## config.mk

```make
export PLATFORM = sky130hd
export DESIGN_NAME = port_impedance_timer_mode_ctrl
export DESIGN_NICKNAME = d
export VERILOG_FILES = /design/src/port_impedance_timer_mode_pkg.sv /design/src/port_impedance_timer_mode_ctrl.sv
export SDC_FILE = /design/constraint.sdc
export NUM_CORES = 1
export LEC_CHECK = 0
export BUFFER_PORTS_ARGS = -buffer_cell sky130_fd_sc_hd__buf_2
export CAP_MARGIN = 10
export CORE_UTILIZATION = 40
export CTS_CLUSTER_DIAMETER = 150
export DETAILED_ROUTE_END_ITERATION = 12
export PLACE_DENSITY = 0.64
export SLEW_MARGIN = 20
export SYNTH_ARGS = -nofsm -noshare
export SYNTH_HDL_FRONTEND = slang
export SYNTH_SLANG_ARGS = --single-unit
```

## constraint.sdc

```tcl
create_clock -name core_clk -period 4.25 [get_ports core_clk]
set_input_delay 0.425 -clock core_clk [delete_from_list [all_inputs] [get_ports core_clk]]
set_output_delay 0.425 -clock core_clk [all_outputs]
set_load 0.02 [all_outputs]
```

## src/port_impedance_timer_mode_pkg.sv

```systemverilog
// constants, register map and field layout for the port impedance and timer mode block
// assumes a single 200 MHz core clock and a plain strobe-style register port
//
// Functional notes
// - set float bit turns off that port's transistors
// - float and weak select low give strong pullup
// - reset leaves all ports at strong pullup
// - weak select alone enables only weak pullup
// - three-state turns off every output transistor
// - powerdown float bit floats all ports in powerdown
// - powerdown exit restores previous port impedance
// - restore happens at wake request, not oscillator
// - cascade with timer select gives 32-bit timer
// - cascade with counter select counts external events
// - watchdog from timer1 overflow, width follows timer1 mode (32-bit in cascade)
// - timer0 low half, overflow increments timer1
// - watchdog overflow resets at the next machine cycle, held for five

package port_impedance_timer_mode_pkg;

    // ----------------------------------------------------------------
    // register offsets
    // ----------------------------------------------------------------
    localparam int addr_width = 4;
    localparam logic [3:0] io_mode_config_reg_addr = 4'h0;
    localparam logic [3:0] timer_mode_reg_addr = 4'h1;
    localparam logic [3:0] timer_ctrl_reg_addr = 4'h2;
    localparam logic [3:0] timer0_low_addr = 4'h3;
    localparam logic [3:0] timer0_high_addr = 4'h4;
    localparam logic [3:0] timer1_low_addr = 4'h5;
    localparam logic [3:0] timer1_high_addr = 4'h6;

    // ----------------------------------------------------------------
    // field positions and reset values
    // ----------------------------------------------------------------
    localparam int float_ports_in_powerdown_bit = 0;
    localparam int port1_float_select_bit = 1;
    localparam int weak_pullup_select_bit = 4;
    localparam int serial_error_flag_bit = 5;
    localparam int cascade_enable_bit = 6;
    localparam int watchdog_mode_enable_bit = 7;
    localparam int run0_bit = 0;
    localparam int run1_bit = 1;
    localparam int overflow0_bit = 2;
    localparam int overflow1_bit = 3;
    localparam logic [7:0] io_mode_config_reset = 8'h00;
    localparam logic [7:0] timer_mode_reset = 8'h00;
    localparam logic [7:0] timer_byte_reset = 8'h00;

    // ----------------------------------------------------------------
    // timing
    // ----------------------------------------------------------------
    localparam int machine_cycle_clocks = 12;
    localparam int watchdog_reset_cycles = 5;
    localparam int clock_period_ps = 5000;

    // timer mode field values
    localparam logic [1:0] mode_13bit = 2'h0;
    localparam logic [1:0] mode_16bit = 2'h1;
    localparam logic [1:0] mode_8bit_reload = 2'h2;
    localparam logic [1:0] mode_split = 2'h3;

    typedef enum logic [1:0] {wd_idle, wd_wait, wd_hold} watchdog_state_e;

endpackage

```

## src/port_impedance_timer_mode_ctrl.sv

```systemverilog
// i/o impedance select, powerdown float and timer 0/1 cascade and watchdog control
// assumes inputs synchronous to core_clk; powerdown entry/exit logic lives outside
//
// Our own choices: the register addresses and the plain strobed port.
`timescale 1ns/1ps
`default_nettype none

module port_impedance_timer_mode_ctrl #(
    parameter int machine_cycle_div = port_impedance_timer_mode_pkg::machine_cycle_clocks
)(
    input wire logic core_clk,
    input wire logic rst_b,
    input wire logic [port_impedance_timer_mode_pkg::addr_width-1:0] reg_addr,
    input wire logic [7:0] reg_wdata,
    input wire logic reg_write,
    input wire logic reg_read,
    output logic [7:0] reg_rdata,
    input wire logic power_down_active,
    input wire logic wake_request,
    input wire logic serial_error_event,
    input wire logic timer0_event_pin,
    input wire logic timer1_event_pin,
    input wire logic timer0_gate_pin,
    input wire logic timer1_gate_pin,
    output logic [2:0] strong_pullup_en,
    output logic [2:0] weak_pullup_transistor,
    output logic [2:0] output_drivers_en,
    output logic timer1_overflow_flag,
    output logic cascade_active,
    output logic watchdog_reset
);
    import port_impedance_timer_mode_pkg::*;

    // ------------
    // declarations
    // ------------
    localparam logic [3:0] wd_last = 4'(watchdog_reset_cycles - 1);
    localparam logic [7:0] div_last = 8'(machine_cycle_div - 1);

    logic [7:0] io_mode_config_reg;
    logic [7:0] timer_mode_reg;
    logic [1:0] timer_run;
    logic timer0_overflow_flag;
    logic [7:0] tl0, th0, tl1, th1;
    logic [7:0] cycle_count;
    logic tick;
    logic pin0_last, pin1_last;
    logic pd_last;
    logic pd_float;
    logic soft_rst;
    watchdog_state_e wd_state;
    logic [3:0] wd_count;
    logic step0, step1;
    logic [16:0] res0, res1;
    logic ovf0_evt, ovf1_evt;
    logic wr_cfg, wr_timer_mode_reg, wr_ctrl;
    logic [2:0] float_sel;
    logic weak_sel;
    logic [7:0] next_rdata;

    assign wr_cfg = reg_write && reg_addr == io_mode_config_reg_addr;
    assign wr_timer_mode_reg = reg_write && reg_addr == timer_mode_reg_addr;
    assign wr_ctrl = reg_write && reg_addr == timer_ctrl_reg_addr;
    assign float_sel = io_mode_config_reg[port1_float_select_bit +: 3];
    assign weak_sel = io_mode_config_reg[weak_pullup_select_bit];

    // ------------
    // timer step function: {overflow, high, low}
    // ------------
    // split mode is kept as a plain 8-bit counter on the low byte
    function automatic logic [16:0] timer_step(input logic [7:0] lo, input logic [7:0] hi,
                                               input logic [1:0] mode, input logic wide);
        logic [12:0] c13;
        logic [16:0] c16;
        logic [8:0] c8;
        c13 = {hi, lo[4:0]} + 13'h0001;
        c16 = {1'b0, hi, lo} + 17'h00001;
        c8 = {1'b0, lo} + 9'h001;
        if (wide || mode == mode_16bit)
            timer_step = c16;
        else if (mode == mode_13bit)
            timer_step = {({hi, lo[4:0]} == 13'h1FFF), c13[12:5], lo[7:5], c13[4:0]};
        else if (mode == mode_8bit_reload)
            timer_step = {c8[8], hi, (c8[8] ? hi : c8[7:0])};
        else
            timer_step = {c8[8], hi, c8[7:0]};
    endfunction

    // ------------
    // machine cycle tick
    // ------------
    // free running so watchdog timing never stalls on its own reset
    always_ff @(posedge core_clk)
    begin
        if (!rst_b)
            cycle_count <= 8'h00;
        else if (cycle_count == div_last)
            cycle_count <= 8'h00;
        else
            cycle_count <= cycle_count + 8'h01;
    end
    assign tick = (cycle_count == div_last);

    // ------------
    // watchdog internal reset sequencer
    // ------------
    // overflow in watchdog mode: wait for next machine cycle, then hold
    always_ff @(posedge core_clk)
    begin
        if (!rst_b)
        begin
            wd_state <= wd_idle;
            wd_count <= 4'h0;
        end
        else
        begin
            case (wd_state)
                wd_idle:
                    if (ovf1_evt && io_mode_config_reg[watchdog_mode_enable_bit])
                        wd_state <= wd_wait;
                wd_wait:
                    if (tick)
                    begin
                        wd_state <= wd_hold;
                        wd_count <= 4'h0;
                    end
                wd_hold:
                    if (tick)
                    begin
                        if (wd_count == wd_last)
                            wd_state <= wd_idle;
                        else
                            wd_count <= wd_count + 4'h1;
                    end
                default:
                    wd_state <= wd_idle;
            endcase
        end
    end
    // watchdog reset acts like a hardware reset on every register below except watchdog_reset and reg_rdata
    assign soft_rst = !rst_b || wd_state == wd_hold;

    // ------------
    // configuration register
    // ------------
    // no write protection on the watchdog bit; software must use bit ops
    always_ff @(posedge core_clk)
    begin
        if (soft_rst)
            io_mode_config_reg <= io_mode_config_reset;
        else
        begin
            if (wr_cfg)
                io_mode_config_reg <= reg_wdata;
            if (serial_error_event)
                io_mode_config_reg[serial_error_flag_bit] <= 1'b1; // set beats clear
        end
    end

    // timer mode register and run bits
    always_ff @(posedge core_clk)
    begin
        if (soft_rst)
        begin
            timer_mode_reg <= timer_mode_reset;
            timer_run <= 2'b00;
        end
        else
        begin
            if (wr_timer_mode_reg)
                timer_mode_reg <= reg_wdata;
            if (wr_ctrl)
                timer_run <= reg_wdata[run1_bit:run0_bit];
        end
    end

    // ------------
    // count sources
    // ------------
    // external pin sampled once per machine cycle, counts on 1 to 0
    always_ff @(posedge core_clk)
    begin
        if (soft_rst)
        begin
            pin0_last <= 1'b0;
            pin1_last <= 1'b0;
        end
        else if (tick)
        begin
            pin0_last <= timer0_event_pin;
            pin1_last <= timer1_event_pin;
        end
    end

    // cascade runs on its own enable; timer run bits stay for plain modes
    always_comb
    begin
        step0 = 1'b0;
        if (tick)
        begin
            if (timer_mode_reg[2])
                step0 = pin0_last && !timer0_event_pin;
            else
                step0 = 1'b1;
            if (!io_mode_config_reg[cascade_enable_bit])
                step0 = step0 && timer_run[0] && (!timer_mode_reg[3] || timer0_gate_pin);
        end
    end

    always_comb
    begin
        res0 = timer_step(tl0, th0, timer_mode_reg[1:0], io_mode_config_reg[cascade_enable_bit]);
        if (io_mode_config_reg[cascade_enable_bit])
            step1 = step0 && res0[16];
        else if (tick && timer_run[1] && (!timer_mode_reg[7] || timer1_gate_pin))
            step1 = timer_mode_reg[6] ? (pin1_last && !timer1_event_pin) : 1'b1;
        else
            step1 = 1'b0;
        // in cascade the high half always counts full 16 bits
        res1 = timer_step(tl1, th1, timer_mode_reg[5:4], io_mode_config_reg[cascade_enable_bit]);
    end
    assign ovf0_evt = step0 && res0[16] && !io_mode_config_reg[cascade_enable_bit];
    assign ovf1_evt = step1 && res1[16]; // 32-bit overflow in cascade

    // ------------
    // timer counters
    // ------------
    // a software write in the same cycle wins over the count
    always_ff @(posedge core_clk)
    begin
        if (soft_rst)
        begin
            tl0 <= timer_byte_reset;
            th0 <= timer_byte_reset;
        end
        else
        begin
            if (step0)
            begin
                tl0 <= res0[7:0];
                th0 <= res0[15:8];
            end
            if (reg_write && reg_addr == timer0_low_addr)
                tl0 <= reg_wdata;
            if (reg_write && reg_addr == timer0_high_addr)
                th0 <= reg_wdata;
        end
    end

    always_ff @(posedge core_clk)
    begin
        if (soft_rst)
        begin
            tl1 <= timer_byte_reset;
            th1 <= timer_byte_reset;
        end
        else
        begin
            if (step1)
            begin
                tl1 <= res1[7:0];
                th1 <= res1[15:8];
            end
            if (reg_write && reg_addr == timer1_low_addr)
                tl1 <= reg_wdata;
            if (reg_write && reg_addr == timer1_high_addr)
                th1 <= reg_wdata;
        end
    end

    // overflow flags: writing 0 clears, a same-cycle overflow still sets
    always_ff @(posedge core_clk)
    begin
        if (soft_rst)
        begin
            timer0_overflow_flag <= 1'b0;
            timer1_overflow_flag <= 1'b0;
        end
        else
        begin
            if (wr_ctrl && !reg_wdata[overflow0_bit])
                timer0_overflow_flag <= 1'b0;
            if (wr_ctrl && !reg_wdata[overflow1_bit])
                timer1_overflow_flag <= 1'b0;
            if (ovf0_evt)
                timer0_overflow_flag <= 1'b1;
            if (ovf1_evt)
                timer1_overflow_flag <= 1'b1;
        end
    end

    // ------------
    // powerdown float
    // ------------
    // float bit is sampled at entry; wake request ends it before osc restart
    always_ff @(posedge core_clk)
    begin
        if (soft_rst)
        begin
            pd_last <= 1'b0;
            pd_float <= 1'b0;
        end
        else
        begin
            pd_last <= power_down_active;
            if (power_down_active && !pd_last && io_mode_config_reg[float_ports_in_powerdown_bit])
                pd_float <= 1'b1;
            if (wake_request || !power_down_active)
                pd_float <= 1'b0;
        end
    end

    // ------------
    // port transistor enables
    // ------------
    // config bits are untouched in powerdown, so release restores them
    always_ff @(posedge core_clk)
    begin
        if (soft_rst)
        begin
            strong_pullup_en <= 3'b111;
            weak_pullup_transistor <= 3'b000;
            output_drivers_en <= 3'b111;
        end
        else
        begin
            for (int i = 0; i < 3; i++)
            begin
                // float or powerdown float: everything off
                output_drivers_en[i] <= !float_sel[i] && !pd_float;
                strong_pullup_en[i] <= !float_sel[i] && !weak_sel && !pd_float;
                weak_pullup_transistor[i] <= !float_sel[i] && weak_sel && !pd_float;
            end
        end
    end

    // ------------
    // status outputs
    // ------------
    always_ff @(posedge core_clk)
    begin
        if (!rst_b)
        begin
            cascade_active <= 1'b0;
            watchdog_reset <= 1'b0;
        end
        else
        begin
            cascade_active <= soft_rst ? 1'b0 : io_mode_config_reg[cascade_enable_bit];
            watchdog_reset <= (wd_state == wd_wait && tick) ||
                              (wd_state == wd_hold && !(tick && wd_count == wd_last));
        end
    end

    // ------------
    // register read port
    // ------------
    // unmapped offsets and idle cycles read zero
    always_comb
    begin
        next_rdata = 8'h00;
        if (reg_read)
        begin
            case (reg_addr)
                io_mode_config_reg_addr: next_rdata = io_mode_config_reg;
                timer_mode_reg_addr: next_rdata = timer_mode_reg;
                timer_ctrl_reg_addr: next_rdata = {4'h0, timer1_overflow_flag, timer0_overflow_flag, timer_run};
                timer0_low_addr: next_rdata = tl0;
                timer0_high_addr: next_rdata = th0;
                timer1_low_addr: next_rdata = tl1;
                timer1_high_addr: next_rdata = th1;
                default: next_rdata = 8'h00;
            endcase
        end
    end

    always_ff @(posedge core_clk)
    begin
        if (!rst_b)
            reg_rdata <= 8'h00;
        else
            reg_rdata <= next_rdata;
    end

endmodule

`default_nettype wire

```

Word-level counts from Yosys, hierarchy flattened

Cells that the tools add are included.

Bitwise logic cells: 1
Equal/unequal tests: 23
Add/subtract/negate cells: 8
Reductions and logical operators: 86
Mux-type cells: 39

Operators with widths:

| cell                    | count |
|---|---|
| $mux W8                 | 12 |
| $mux W17                | 4 |
| $pmux W8 S7             | 1 |
| $logic_and A1 B1 Y1     | 39 |
| $add A16 B1 Y17 const B | 2 |
| $add A13 B1 Y13 const B | 2 |
| $eq A13 B13 Y1 const B  | 2 |
| $add A8 B1 Y9 const B   | 2 |
| $eq A4 B3 Y1 const B    | 4 |
| $logic_not A1 Y1        | 16 |
| $reduce_bool A2 Y1      | 8 |
| $mux W1                 | 12 |
| $mux W4                 | 3 |
| $reduce_and A2 Y1       | 5 |
| $add A8 B1 Y8 const B   | 1 |
| $eq A4 B2 Y1 const B    | 2 |
| $eq A8 B4 Y1 const B    | 1 |
| $mux W2                 | 4 |
| $ne A2 B2 Y1 const B    | 4 |
| $pmux W4 S2             | 1 |
| $reduce_and A4 Y1       | 2 |
| $logic_or A1 B1 Y1      | 7 |
| $eq A2 B1 Y1 const B    | 3 |
| $eq A2 B2 Y1 const B    | 3 |
| other kinds (11)        | 17 |

Flip-flop bits (word level): 89
Output and inout bits: 20
Logic and storage cells: 182

Depth between registers and ports, before layout

Gate-level depths: netlist of the first run.

Depth after elaboration: 14
Depth in mapped cells: 8

Least setup slack after synthesis of the first run

OpenSTA, ideal clock, no wires.

Path type: register to register
Start: register cycle_count[0]
End: register th1[4]
Slack: 2.160 ns
Data arrival time: 1.972 ns
Clock period less this slack: 2.090 ns
Cell stages (with the launch flop): 8
Required time: 4.131 ns
Buffers on the path: 0
Path through: dfxtp_1 ha_1 nor4b_4 nand3_2 or3_4 nand2_1 mux2_1 o221a_2

Longest elaborated chain between the ends: 7
Elaborated cells between the ends (all ways): 9
Those cells by class: eq/ne (1); mux (3); reduce/logical (5)

Ends and longest elaborated chain:

| what                             | line                                  | source |
|---|---|---|
| from (decl)                      | port_impedance_timer_mode_ctrl.sv:45  | `logic [7:0] cycle_count;` |
| from (signal assigned)           | port_impedance_timer_mode_ctrl.sv:100 | `cycle_count <= cycle_count + 8'h01;` |
| $eq A8 B4 Y1 (*)                 | port_impedance_timer_mode_ctrl.sv:102 | `assign tick = (cycle_count == div_last);` |
| $logic_and A1 B1 Y1 (2 in a row) | port_impedance_timer_mode_ctrl.sv:215 | `else if (tick && timer_run[1] && (!timer_mode_reg[7] \|\| timer1_gate_pin))` |
| $mux W1                          | port_impedance_timer_mode_ctrl.sv:215 |  |
| $mux W1 (*)                      | port_impedance_timer_mode_ctrl.sv:213 | `if (io_mode_config_reg[cascade_enable_bit])` |
| $reduce_bool A2 Y1 (no line) (*) | n/a                                   |  |
| $reduce_and A2 Y1 (no line) (*)  | n/a                                   |  |
| to (signal assigned)             | port_impedance_timer_mode_ctrl.sv:255 | `th1 <= timer_byte_reset;` |
| to (signal assigned)             | port_impedance_timer_mode_ctrl.sv:262 | `th1 <= res1[15:8];` |
| to (signal assigned)             | port_impedance_timer_mode_ctrl.sv:267 | `th1 <= reg_wdata;` |
| to (decl)                        | port_impedance_timer_mode_ctrl.sv:44  | `logic [7:0] tl0, th0, tl1, th1;` |

Every way passes the cells marked *; elsewhere a longest branch is shown, timed or not.
A chain may end at the register's enable or synchronous reset.

Worst setup path after layout of the first run

Start: register tl0[0]
End: register tl0[7]

Longest elaborated chain between the ends: 7
Elaborated cells between the ends (all ways): 8
Those cells by class: add/sub (2); mux (6)

Ends and longest elaborated chain:

| what                   | line                                  | source |
|---|---|---|
| from (decl)            | port_impedance_timer_mode_ctrl.sv:44  |  |
| from (signal assigned) | port_impedance_timer_mode_ctrl.sv:233 | `tl0 <= timer_byte_reset;` |
| from (signal assigned) | port_impedance_timer_mode_ctrl.sv:240 | `tl0 <= res0[7:0];` |
| from (signal assigned) | port_impedance_timer_mode_ctrl.sv:244 | `tl0 <= reg_wdata;` |
| $add A8 B1 Y9          | port_impedance_timer_mode_ctrl.sv:78  | `c8 = {1'b0, lo} + 9'h001;` |
| $mux W8                | port_impedance_timer_mode_ctrl.sv:84  | `timer_step = {c8[8], hi, (c8[8] ? hi : c8[7:0])};` |
| $mux W8                | port_impedance_timer_mode_ctrl.sv:83  | `else if (mode == mode_8bit_reload)` |
| $mux W17               | port_impedance_timer_mode_ctrl.sv:81  | `else if (mode == mode_13bit)` |
| $mux W17 (*)           | port_impedance_timer_mode_ctrl.sv:79  | `if (wide \|\| mode == mode_16bit)` |
| $mux W8 (*)            | port_impedance_timer_mode_ctrl.sv:238 | `if (step0)` |
| $mux W8 (*)            | port_impedance_timer_mode_ctrl.sv:243 | `if (reg_write && reg_addr == timer0_low_addr)` |

Every way passes the cells marked *; elsewhere a longest branch is shown, timed or not. The select of a mux whose other input is x is not followed.

==> flow_summary.html, run 1 <==
<table>
<tr><th>Metric</th><th>Value</th></tr>
<tr><th colspan="2">Timing</th></tr>
<tr><td>RSZ-0062 raised after global routing</td><td>no</td></tr>
<tr><td>Crit path time final</td><td>2.52 ns</td></tr>
<tr><td>Max Slew Vio Count</td><td>0</td></tr>
<tr><td>Worst slew margin relative to its limit</td><td>25.4%</td></tr>
<tr><td>Hold Violations, Final</td><td>0</td></tr>
<tr><td>Actual slew at the worst max-slew pin</td><td>1.12 ns</td></tr>
<tr><td>Portion of the clock cycle consumed by the worst path in the final layout</td><td>59.3%</td></tr>
<tr><td>Final count of negative-setup-slack endpoints</td><td>0</td></tr>
<tr><td>Setup clock skew after layout</td><td>0.00580 ns</td></tr>
<tr><td>Post-Route Setup TNS</td><td>0 ns</td></tr>
<tr><td>Upper clock frequency limit</td><td>397 MHz</td></tr>
<tr><th colspan="2">CTS</th></tr>
<tr><td>Number of sinks on the clock net</td><td>89</td></tr>
<tr><td>Worst-skew pair later-pin latency</td><td>0.35 ns</td></tr>
<tr><td>CTS Root Buffer Type</td><td>sky130_fd_sc_hd__clkbuf_16</td></tr>
<tr><td>Maximum level of the CTS H-tree</td><td>3</td></tr>
<tr><td>Post-CTS clock slew at the launch and capture registers of the worst setup and hold paths</td><td>0.07 ns</td></tr>
<tr><td>CTS tree</td><td>done</td></tr>
<tr><td>Post-CTS setup-driven buffer insertion count</td><td>0</td></tr>
<tr><td>Number of buffers added by the clock tree synthesis step</td><td>9</td></tr>
<tr><td>Hold buffers post-CTS</td><td>0</td></tr>
<tr><td>Number of buffers between clock root and the deepest sink</td><td>2</td></tr>
<tr><td>Gates resized, CTS repair</td><td>0</td></tr>
<tr><th colspan="2">Floorplan</th></tr>
<tr><td>Core footprint</td><td>0.0122 mm^2</td></tr>
<tr><td>Die width</td><td>115 um</td></tr>
<tr><td>Total Die Area</td><td>0.0132 mm^2</td></tr>
<tr><td>Placement Rows</td><td>40</td></tr>
<tr><td>Number of ports placed on the die boundary</td><td>43</td></tr>
<tr><td>Die height</td><td>115 um</td></tr>
<tr><td>Effective utilization at floorplan</td><td>41.7%</td></tr>
<tr><th colspan="2">Worst setup path</th></tr>
<tr><td>Startpoint class of the critical path</td><td>register</td></tr>
<tr><td>Cell repeated most along the worst path</td><td>sky130_fd_sc_hd__a211oi_1</td></tr>
<tr><td>Kind of cell with the highest combined delay on the critical path</td><td>compound AO/OA/AOI/OAI gates</td></tr>
<tr><td>Delay of the slowest cell on the worst path</td><td>0.59 ns</td></tr>
<tr><td>Worst Path Max Fanout</td><td>6</td></tr>
<tr><td>Reg2Reg Depth</td><td>7</td></tr>
<tr><td>Crit path required time</td><td>4.48 ns</td></tr>
<tr><td>Reg-to-reg endpoint</td><td>tl0[7]$_SDFFE_PP0P_</td></tr>
<tr><td>Cells along the critical path</td><td>ha_1 -&gt; and4_1 -&gt; nand2_1 -&gt; a211oi_1 -&gt; a211oi_1 -&gt; a2111oi_2 -&gt; nor3_1</td></tr>
<tr><td>Endpoint type of the worst setup path</td><td>register</td></tr>
<tr><td>Worst Path Buf+Inv</td><td>0</td></tr>
<tr><td>Depth of the critical timing path with buffers and inverters included</td><td>7</td></tr>
<tr><td>Worst-path cell with the longest stage delay</td><td>sky130_fd_sc_hd__a211oi_1</td></tr>
<tr><td>Worst reg-to-reg setup slack</td><td>1.73 ns</td></tr>
<tr><td>Reg-to-reg startpoint</td><td>tl0[0]$_SDFFE_PP0P_</td></tr>
<tr><td>Worst setup path class</td><td>reg -&gt; reg</td></tr>
<tr><td>Critical path data arrival time</td><td>2.75 ns</td></tr>
<tr><th colspan="2">Global route</th></tr>
<tr><td>Initial antenna violation count</td><td>0</td></tr>
<tr><td>First-pass GRT wire length</td><td>25200 um</td></tr>
<tr><td>GRT Resource Usage Total</td><td>25.4%</td></tr>
<tr><td>Maximum number of pins on one net before global-route repair</td><td>28</td></tr>
<tr><td>Global route overflow</td><td>0</td></tr>
<tr><td>Via count of the first global-routing pass</td><td>4569</td></tr>
<tr><th colspan="2">Place</th></tr>
<tr><td>Cell count after placement</td><td>816</td></tr>
<tr><td>HPWL Detailed</td><td>12100 um</td></tr>
<tr><td>RD Place Congestion</td><td>0.989</td></tr>
<tr><td>Count of input and output buffers</td><td>42</td></tr>
<tr><th colspan="2">Yosys</th></tr>
<tr><td>Mean cell area of the mapped netlist</td><td>7.90 um^2</td></tr>
<tr><td>Leading register cell type out of synthesis</td><td>sky130_fd_sc_hd__dfxtp_1</td></tr>
<tr><td>Syn Inst Count</td><td>645</td></tr>
<tr><td>Unique cell type count in the Yosys netlist</td><td>67</td></tr>
<tr><td>Number of enable flip-flop cells after synthesis</td><td>0</td></tr>
<tr><td>Top post-synthesis cells by area</td><td>sky130_fd_sc_hd__dfxtp_1, sky130_fd_sc_hd__mux2i_1, sky130_fd_sc_hd__nand2_1, sky130_fd_sc_hd__a21oi_1, sky130_fd_sc_hd__o21ai_0</td></tr>
<tr><td>Most used standard cell by instance count after synthesis</td><td>sky130_fd_sc_hd__dfxtp_1</td></tr>
<tr><td>Post-Synthesis Cell Area</td><td>0.00509 mm^2</td></tr>
<tr><td>Synth Net Count</td><td>673</td></tr>
<tr><td>Leading cell types by count after synthesis</td><td>sky130_fd_sc_hd__dfxtp_1, sky130_fd_sc_hd__nand2_1, sky130_fd_sc_hd__nor2_1, sky130_fd_sc_hd__a21oi_1, sky130_fd_sc_hd__o21ai_0</td></tr>
<tr><td>Seq/Total Area, Yosys</td><td>35.0%</td></tr>
<tr><td>Flip-flop and latch count after synthesis</td><td>89</td></tr>
<tr><td>Yosys top cell by area</td><td>sky130_fd_sc_hd__dfxtp_1</td></tr>
<tr><td>Synth Warn #</td><td>0</td></tr>
<tr><td>Area fraction of the dominant cell type after synthesis</td><td>35.0%</td></tr>
<tr><td>Fraction of registers with async set or reset after synthesis</td><td>0%</td></tr>
<tr><th colspan="2">Power and ir drop</th></tr>
<tr><td>Total power per unit cell area</td><td>318 mW/mm^2</td></tr>
<tr><td>Switching fraction of total power</td><td>24.9%</td></tr>
<tr><td>Power share of the sequential group</td><td>48.4%</td></tr>
<tr><td>Static Leakage</td><td>2.00 nW</td></tr>
<tr><td>Maximum VDD drop</td><td>0.210 mV</td></tr>
<tr><td>Relative contribution of the clock network to total power</td><td>44.8%</td></tr>
<tr><td>Net switching power</td><td>0.447 mW</td></tr>
<tr><td>Pint</td><td>1.35 mW</td></tr>
<tr><td>Fraction of power consumed by combinational cells</td><td>6.7%</td></tr>
<tr><th colspan="2">Routing</th></tr>
<tr><td>Initial DRC Count</td><td>594</td></tr>
<tr><td>DRC</td><td>0</td></tr>
<tr><td>Via density</td><td>6.18</td></tr>
<tr><td>Number of antenna-violating nets in the routed design</td><td>0</td></tr>
<tr><td>Average detailed-routed wire length per instance</td><td>19.7 um</td></tr>
<tr><td>Routed via count</td><td>5138</td></tr>
<tr><td>Final WL</td><td>16300 um</td></tr>
<tr><td>First-pass detailed-route iteration total</td><td>6</td></tr>
<tr><th colspan="2">Finish</th></tr>
<tr><td>Filler cell count</td><td>1245</td></tr>
<tr><td>Number of nets in the finished design</td><td>687</td></tr>
<tr><td>Area overhead of the layout relative to synthesis</td><td>10.7%</td></tr>
<tr><td>Final non-filler cell total</td><td>831</td></tr>
<tr><td>Layout cells sized above 1</td><td>12.4%</td></tr>
<tr><td>Inserted Diodes</td><td>0</td></tr>
<tr><th colspan="2">Job</th></tr>
<tr><td># Max-Cap Violations</td><td>0</td></tr>
<tr><th colspan="2">Hold path</th></tr>
<tr><td>Classification of the worst-slack hold path</td><td>in -&gt; reg</td></tr>
<tr><td>Hold path startpoint</td><td>wake_request</td></tr>
<tr><td>Endpoint of the worst hold path</td><td>pd_float$_SDFFE_PP0P_</td></tr>
<tr><td>Hold Path Cell Cnt</td><td>2</td></tr>
<tr><th colspan="2">Run status</th></tr>
<tr><td>Status</td><td>finished clean</td></tr>
</table>
[worst register-to-register path: stages (launching register included)]
cell                        delay [ns]
sky130_fd_sc_hd__dfxtp_1          0.42
sky130_fd_sc_hd__ha_1             0.27
sky130_fd_sc_hd__and4_1           0.36
sky130_fd_sc_hd__nand2_1          0.20
sky130_fd_sc_hd__a211oi_1         0.59
sky130_fd_sc_hd__a211oi_1         0.12
sky130_fd_sc_hd__a2111oi_2        0.38
sky130_fd_sc_hd__nor3_1           0.07
[cells in the final DEF (no fill, tap or decap), types with 6 or more instances in the layout]
master	netlist	layout
sky130_fd_sc_hd__a21oi_1	43	43
sky130_fd_sc_hd__a22oi_1	9	9
sky130_fd_sc_hd__a31oi_1	23	23
sky130_fd_sc_hd__and2_1	9	9
sky130_fd_sc_hd__and3_1	12	12
sky130_fd_sc_hd__buf_2	17	42
sky130_fd_sc_hd__clkbuf_16	0	9
sky130_fd_sc_hd__dfxtp_1	89	89
sky130_fd_sc_hd__inv_1	12	12
sky130_fd_sc_hd__mux2i_1	29	29
sky130_fd_sc_hd__nand2_1	76	76
sky130_fd_sc_hd__nand2b_1	9	9
sky130_fd_sc_hd__nand3_1	30	30
sky130_fd_sc_hd__nand4_1	10	10
sky130_fd_sc_hd__nor2_1	54	54
sky130_fd_sc_hd__nor3_1	20	20
sky130_fd_sc_hd__o21ai_0	42	42
sky130_fd_sc_hd__o22ai_1	15	15
sky130_fd_sc_hd__o32ai_1	6	6
sky130_fd_sc_hd__or3_1	7	7
sky130_fd_sc_hd__xor2_1	10	10
[worst max path at each step]
stage / start / end / slack, ns
global placement: tl0[0]$_SDFFE_PP0P_ / tl0[7]$_SDFFE_PP0P_ / 1.81
global route: tl0[0]$_SDFFE_PP0P_ / th1[4]$_SDFFE_PP0P_ / 1.60
floorplan: cycle_count[0]$_SDFF_PP0_ / th1[4]$_SDFFE_PP0P_ / 2.16
finish: tl0[0]$_SDFFE_PP0P_ / tl0[7]$_SDFFE_PP0P_ / 1.73
detailed placement: cycle_count[0]$_SDFF_PP0_ / th1[4]$_SDFFE_PP0P_ / 1.80
CTS: cycle_count[0]$_SDFF_PP0_ / th1[4]$_SDFFE_PP0P_ / 1.78
[through the flow]
stage	util (%)	setup WS (ns)	hold slack, ns	cell area [um^2]	power, mW
detailed placement	43.8	1.80	0.459	5350	1.00
CTS	46.2	1.78	0.225	5640	1.80
global placement	43.8	1.81	0.454	5350	1.00
finish	46.2	1.73	0.229	5640	1.79
floorplan	-	2.16	0.424	5090	0.953
global route	46.2	1.60	0.223	5640	1.86
[power by group through the flow]
stage	registers (mW)	logic (mW)	clock network [mW]
after global placement	0.885	0.117	0
after CTS	0.866	0.118	0.819
after floorplan	0.875	0.0776	0
after global routing	0.869	0.130	0.857
after detailed placement	0.885	0.117	0
final	0.868	0.121	0.804
[kinds of logic after synthesis]
family                   count (synthesis)  share of synthesized area, %
AO/OA/AOI/OAI                          184                          23.1
XOR/XNOR                                15                          2.58
adder cells (fa/ha/maj)                  5                          1.23
buffers and inverters                   54                          4.59
flip-flops                              89                          35.0
multiplexers                            35                          7.47
AND/OR/NAND/NOR                        263                          26.1
[final cells by class]
type | instances | area (um^2) | share of cell area (%)
flip-flops and latches | 89 | 1780 | 31.6
well taps | 168 | 210 | 3.73
repair buffers | 45 | 233 | 4.13
inverters | 12 | 45.0 | 0.799
multi-input cells | 502 | 3080 | 54.6
clock buffers | 10 | 229 | 4.06
clock inverters | 5 | 63.8 | 1.13
[metal layers]
layer / share of wire, % / global-route usage (%) / routed length, um / vias to the layer above
met5: 0 / 0 / 0 / -
met1: 43 / 34.4 / 7070 / 2424
met4: 3.9 / 12.6 / 644 / 0
met3: 8.7 / 4.90 / 1420 / 42
li1: - / - / - / 2404
met2: 44 / 38.6 / 7210 / 268
No activity file was read; power rests on OpenSTA's default activity.
==> run 2, diff against run 1 <==
--- a/config.mk
+++ b/config.mk
@@ -10,7 +10,7 @@
 export CORE_UTILIZATION = 40
 export CTS_CLUSTER_DIAMETER = 150
 export DETAILED_ROUTE_END_ITERATION = 12
-export PLACE_DENSITY = 0.64
+export PLACE_DENSITY = 0.66
 export SLEW_MARGIN = 20
 export SYNTH_ARGS = -nofsm -noshare
 export SYNTH_HDL_FRONTEND = slang
==> constraint.sdc (replaced) <==
create_clock -name core_clk -period 2.13 [get_ports core_clk]
set_input_delay 0.213 -clock core_clk [delete_from_list [all_inputs] [get_ports core_clk]]
set_output_delay 0.213 -clock core_clk [all_outputs]
set_load 0.02 [all_outputs]
==> run 2 against run 1 <==
Against the previous run:
- utilization is 4.7 points higher
- register-to-register slack worse by 1.6 ns
- sequential share of layout area is 2.8 points lower
- setup slack worse by 1.6 ns
- clock skew is 0.0044 ns higher
- routed wire length is 9.7% higher
- via count is 7.0% higher
- sequential power is 98% higher
- highest routed layer unchanged
==> flow_summary.html, run 2 (synthesized netlist as in run 1, its figures left out) <==
<table>
<tr><th>Metric</th><th>Value</th></tr>
<tr><th colspan="2">Run status</th></tr>
<tr><td>Status</td><td>finished clean</td></tr>
<tr><th colspan="2">Timing</th></tr>
<tr><td>Post-Route Setup TNS</td><td>0 ns</td></tr>
<tr><td>Crit path time final</td><td>2.03 ns</td></tr>
<tr><td>Upper clock frequency limit</td><td>492 MHz</td></tr>
<tr><td>Hold Violations, Final</td><td>0</td></tr>
<tr><td>Worst slew margin relative to its limit</td><td>66.2%</td></tr>
<tr><td>Max Slew Vio Count</td><td>0</td></tr>
<tr><td>Portion of the clock cycle consumed by the worst path in the final layout</td><td>95.4%</td></tr>
<tr><td>Worst setup slack after layout</td><td>0.0980 ns</td></tr>
<tr><td>Final count of negative-setup-slack endpoints</td><td>0</td></tr>
<tr><td>Setup clock skew after layout</td><td>0.0102 ns</td></tr>
<tr><td>Actual slew at the worst max-slew pin</td><td>0.503 ns</td></tr>
<tr><td>RSZ-0062 raised after global routing</td><td>yes</td></tr>
<tr><td>Hold slack</td><td>0.0178 ns</td></tr>
<tr><th colspan="2">Power and ir drop</th></tr>
<tr><td>Net switching power</td><td>0.943 mW</td></tr>
<tr><td>Power share of the sequential group</td><td>46.6%</td></tr>
<tr><td>Switching fraction of total power</td><td>25.6%</td></tr>
<tr><td>Fraction of power consumed by combinational cells</td><td>8.4%</td></tr>
<tr><td>Static Leakage</td><td>2.37 nW</td></tr>
<tr><td>Pint</td><td>2.74 mW</td></tr>
<tr><td>Relative contribution of the clock network to total power</td><td>45.0%</td></tr>
<tr><td>Total power per unit cell area</td><td>593 mW/mm^2</td></tr>
<tr><td>Design Power</td><td>3.68 mW</td></tr>
<tr><td>Maximum VDD drop</td><td>0.346 mV</td></tr>
<tr><th colspan="2">Finish</th></tr>
<tr><td>Layout cells sized above 1</td><td>22.1%</td></tr>
<tr><td>Number of nets in the finished design</td><td>755</td></tr>
<tr><td>Area overhead of the layout relative to synthesis</td><td>21.9%</td></tr>
<tr><td>Filler cell count</td><td>1201</td></tr>
<tr><td>Inserted Diodes</td><td>0</td></tr>
<tr><td>Commonest non-fill, non-tap cell in the layout</td><td>sky130_fd_sc_hd__dfxtp_1</td></tr>
<tr><td>Top library cells by usage in the layout, fill and taps aside</td><td>sky130_fd_sc_hd__dfxtp_1, sky130_fd_sc_hd__nand2_1, sky130_fd_sc_hd__buf_4, sky130_fd_sc_hd__nor2_1, sky130_fd_sc_hd__a21oi_1</td></tr>
<tr><th colspan="2">Place</th></tr>
<tr><td>RD Place Congestion</td><td>0.971</td></tr>
<tr><td>HPWL Detailed</td><td>13100 um</td></tr>
<tr><td>Count of input and output buffers</td><td>42</td></tr>
<tr><td>Setup slack after placement</td><td>0.0386 ns</td></tr>
<tr><th colspan="2">Worst setup path</th></tr>
<tr><td>Worst-path cell with the longest stage delay</td><td>sky130_fd_sc_hd__dfxtp_2</td></tr>
<tr><td>Delay of the slowest cell on the worst path</td><td>0.35 ns</td></tr>
<tr><td>Cells along the critical path</td><td>ha_4 -&gt; nor4b_4 -&gt; o2111a_2 -&gt; nand4_1 -&gt; nand2_2 -&gt; mux2_4 -&gt; o221a_2</td></tr>
<tr><td>Startpoint class of the critical path</td><td>register</td></tr>
<tr><td>Endpoint type of the worst setup path</td><td>register</td></tr>
<tr><td>Crit path required time</td><td>2.37 ns</td></tr>
<tr><td>Worst setup path class</td><td>reg -&gt; reg</td></tr>
<tr><td>Worst Path Buf+Inv</td><td>0</td></tr>
<tr><td>Worst setup path startpoint</td><td>cycle_count[0]$_SDFF_PP0_</td></tr>
<tr><td>Reg-to-reg startpoint</td><td>cycle_count[0]$_SDFF_PP0_</td></tr>
<tr><td>Critical path data arrival time</td><td>2.27 ns</td></tr>
<tr><td>Worst Path Max Fanout</td><td>4</td></tr>
<tr><td>Kind of cell with the highest combined delay on the critical path</td><td>simple AND/OR/NAND/NOR gates</td></tr>
<tr><th colspan="2">Routing</th></tr>
<tr><td>Routed metal-1 wirelength</td><td>7430 um</td></tr>
<tr><td>Final WL</td><td>17900 um</td></tr>
<tr><td>Via density</td><td>6.11</td></tr>
<tr><td>Routed via count</td><td>5498</td></tr>
<tr><td>Met3 wire len</td><td>1530 um</td></tr>
<tr><td>Initial DRC Count</td><td>589</td></tr>
<tr><td>Routed wire length on met2</td><td>8280 um</td></tr>
<tr><td>Average detailed-routed wire length per instance</td><td>19.9 um</td></tr>
<tr><td>First-pass detailed-route iteration total</td><td>5</td></tr>
<tr><td>Number of antenna-violating nets in the routed design</td><td>0</td></tr>
<tr><td>DRC</td><td>0</td></tr>
<tr><td>Top layer in use</td><td>met4</td></tr>
<tr><th colspan="2">Global route</th></tr>
<tr><td>Global route overflow</td><td>0</td></tr>
<tr><td>GRT Resource Usage Total</td><td>28.1%</td></tr>
<tr><td>Maximum number of pins on one net before global-route repair</td><td>31</td></tr>
<tr><td>First-pass GRT wire length</td><td>27800 um</td></tr>
<tr><td>Via count of the first global-routing pass</td><td>5016</td></tr>
<tr><td>Initial antenna violation count</td><td>0</td></tr>
<tr><th colspan="2">CTS</th></tr>
<tr><td>CTS Root Buffer Type</td><td>sky130_fd_sc_hd__clkbuf_16</td></tr>
<tr><td>Number of sinks on the clock net</td><td>89</td></tr>
<tr><td>Hold buffers post-CTS</td><td>0</td></tr>
<tr><td>Number of buffers between clock root and the deepest sink</td><td>2</td></tr>
<tr><td>CTS tree</td><td>done</td></tr>
<tr><td>Post-CTS clock slew at the launch and capture registers of the worst setup and hold paths</td><td>0.07 ns</td></tr>
<tr><td>Number of buffers added by the clock tree synthesis step</td><td>9</td></tr>
<tr><td>Worst-skew pair later-pin latency</td><td>0.36 ns</td></tr>
<tr><td>Maximum level of the CTS H-tree</td><td>3</td></tr>
<tr><th colspan="2">Floorplan</th></tr>
<tr><td>Core footprint</td><td>0.0122 mm^2</td></tr>
<tr><td>Number of ports placed on the die boundary</td><td>43</td></tr>
<tr><td>Die width</td><td>115 um</td></tr>
<tr><td>Placement Rows</td><td>40</td></tr>
<tr><td>Effective utilization at floorplan</td><td>41.7%</td></tr>
<tr><td>Die height</td><td>115 um</td></tr>
<tr><td>Total Die Area</td><td>0.0132 mm^2</td></tr>
<tr><th colspan="2">Job</th></tr>
<tr><td># Max-Cap Violations</td><td>0</td></tr>
<tr><th colspan="2">Hold path</th></tr>
<tr><td>Classification of the worst-slack hold path</td><td>in -&gt; reg</td></tr>
<tr><td>Hold path startpoint</td><td>wake_request</td></tr>
</table>
-- run 2: final cells by class --
cell class	instances	area, um^2	area share [%]
multi-input combinational	502	3110	50.1
inverter	12	45.0	0.726
tap	168	210	3.39
clock inverter	6	75.1	1.21
sequential	89	1790	28.8
clock buffer	10	229	3.69
timing repair buffer	113	756	12.2
-- run 2: per-stage QoR --
step                      cells  cell area (um^2)  util, %
final                       900              6210     50.8
after global routing        900              6210     50.8
after CTS                   898              6160     50.4
after detailed placement    882              5850     47.9
after global placement      882              5850     47.9
after floorplan             645              5090        -
-- run 2: timing repair --
item	CTS	global route
setup buffers	0	2
endpoints found under the setup margin	0	14
resized for setup	0	14
-- run 2: path summary, 6_finish.rpt --
| check | to | depth (start not counted) | slack (ns) |
|---|---|---|---|
| setup / recovery | th1[4]$_SDFFE_PP0P_ | 7 | 0.1 |
| hold / removal | pd_float$_SDFFE_PP0P_ | 2 | 0.02 |
| setup reg to reg | th1[4]$_SDFFE_PP0P_ | 7 | 0.1 |
| hold reg to reg | wd_state[0]$_SDFFE_PN0P_ | 1 | 0.46 |
-- run 2: layer usage --
layer / global-route usage [%] / up-vias
li1: - / 2536
met1: 34.9 / 2573
met2: 46.3 / 325
met3: 6.33 / 64
met4: 13.2 / 0
met5: 0 / -
-- run 2: power groups by stage --
stage | logic, mW | clock network (mW) | registers, mW
6_report | 0.310 | 1.66 | 1.72
5_1_grt | 0.330 | 1.76 | 1.72
4_1_cts | 0.294 | 1.68 | 1.71
3_5_place_dp | 0.293 | 0 | 1.75
3_3_place_gp | 0.290 | 0 | 1.75
2_1_floorplan | 0.155 | 0 | 1.75
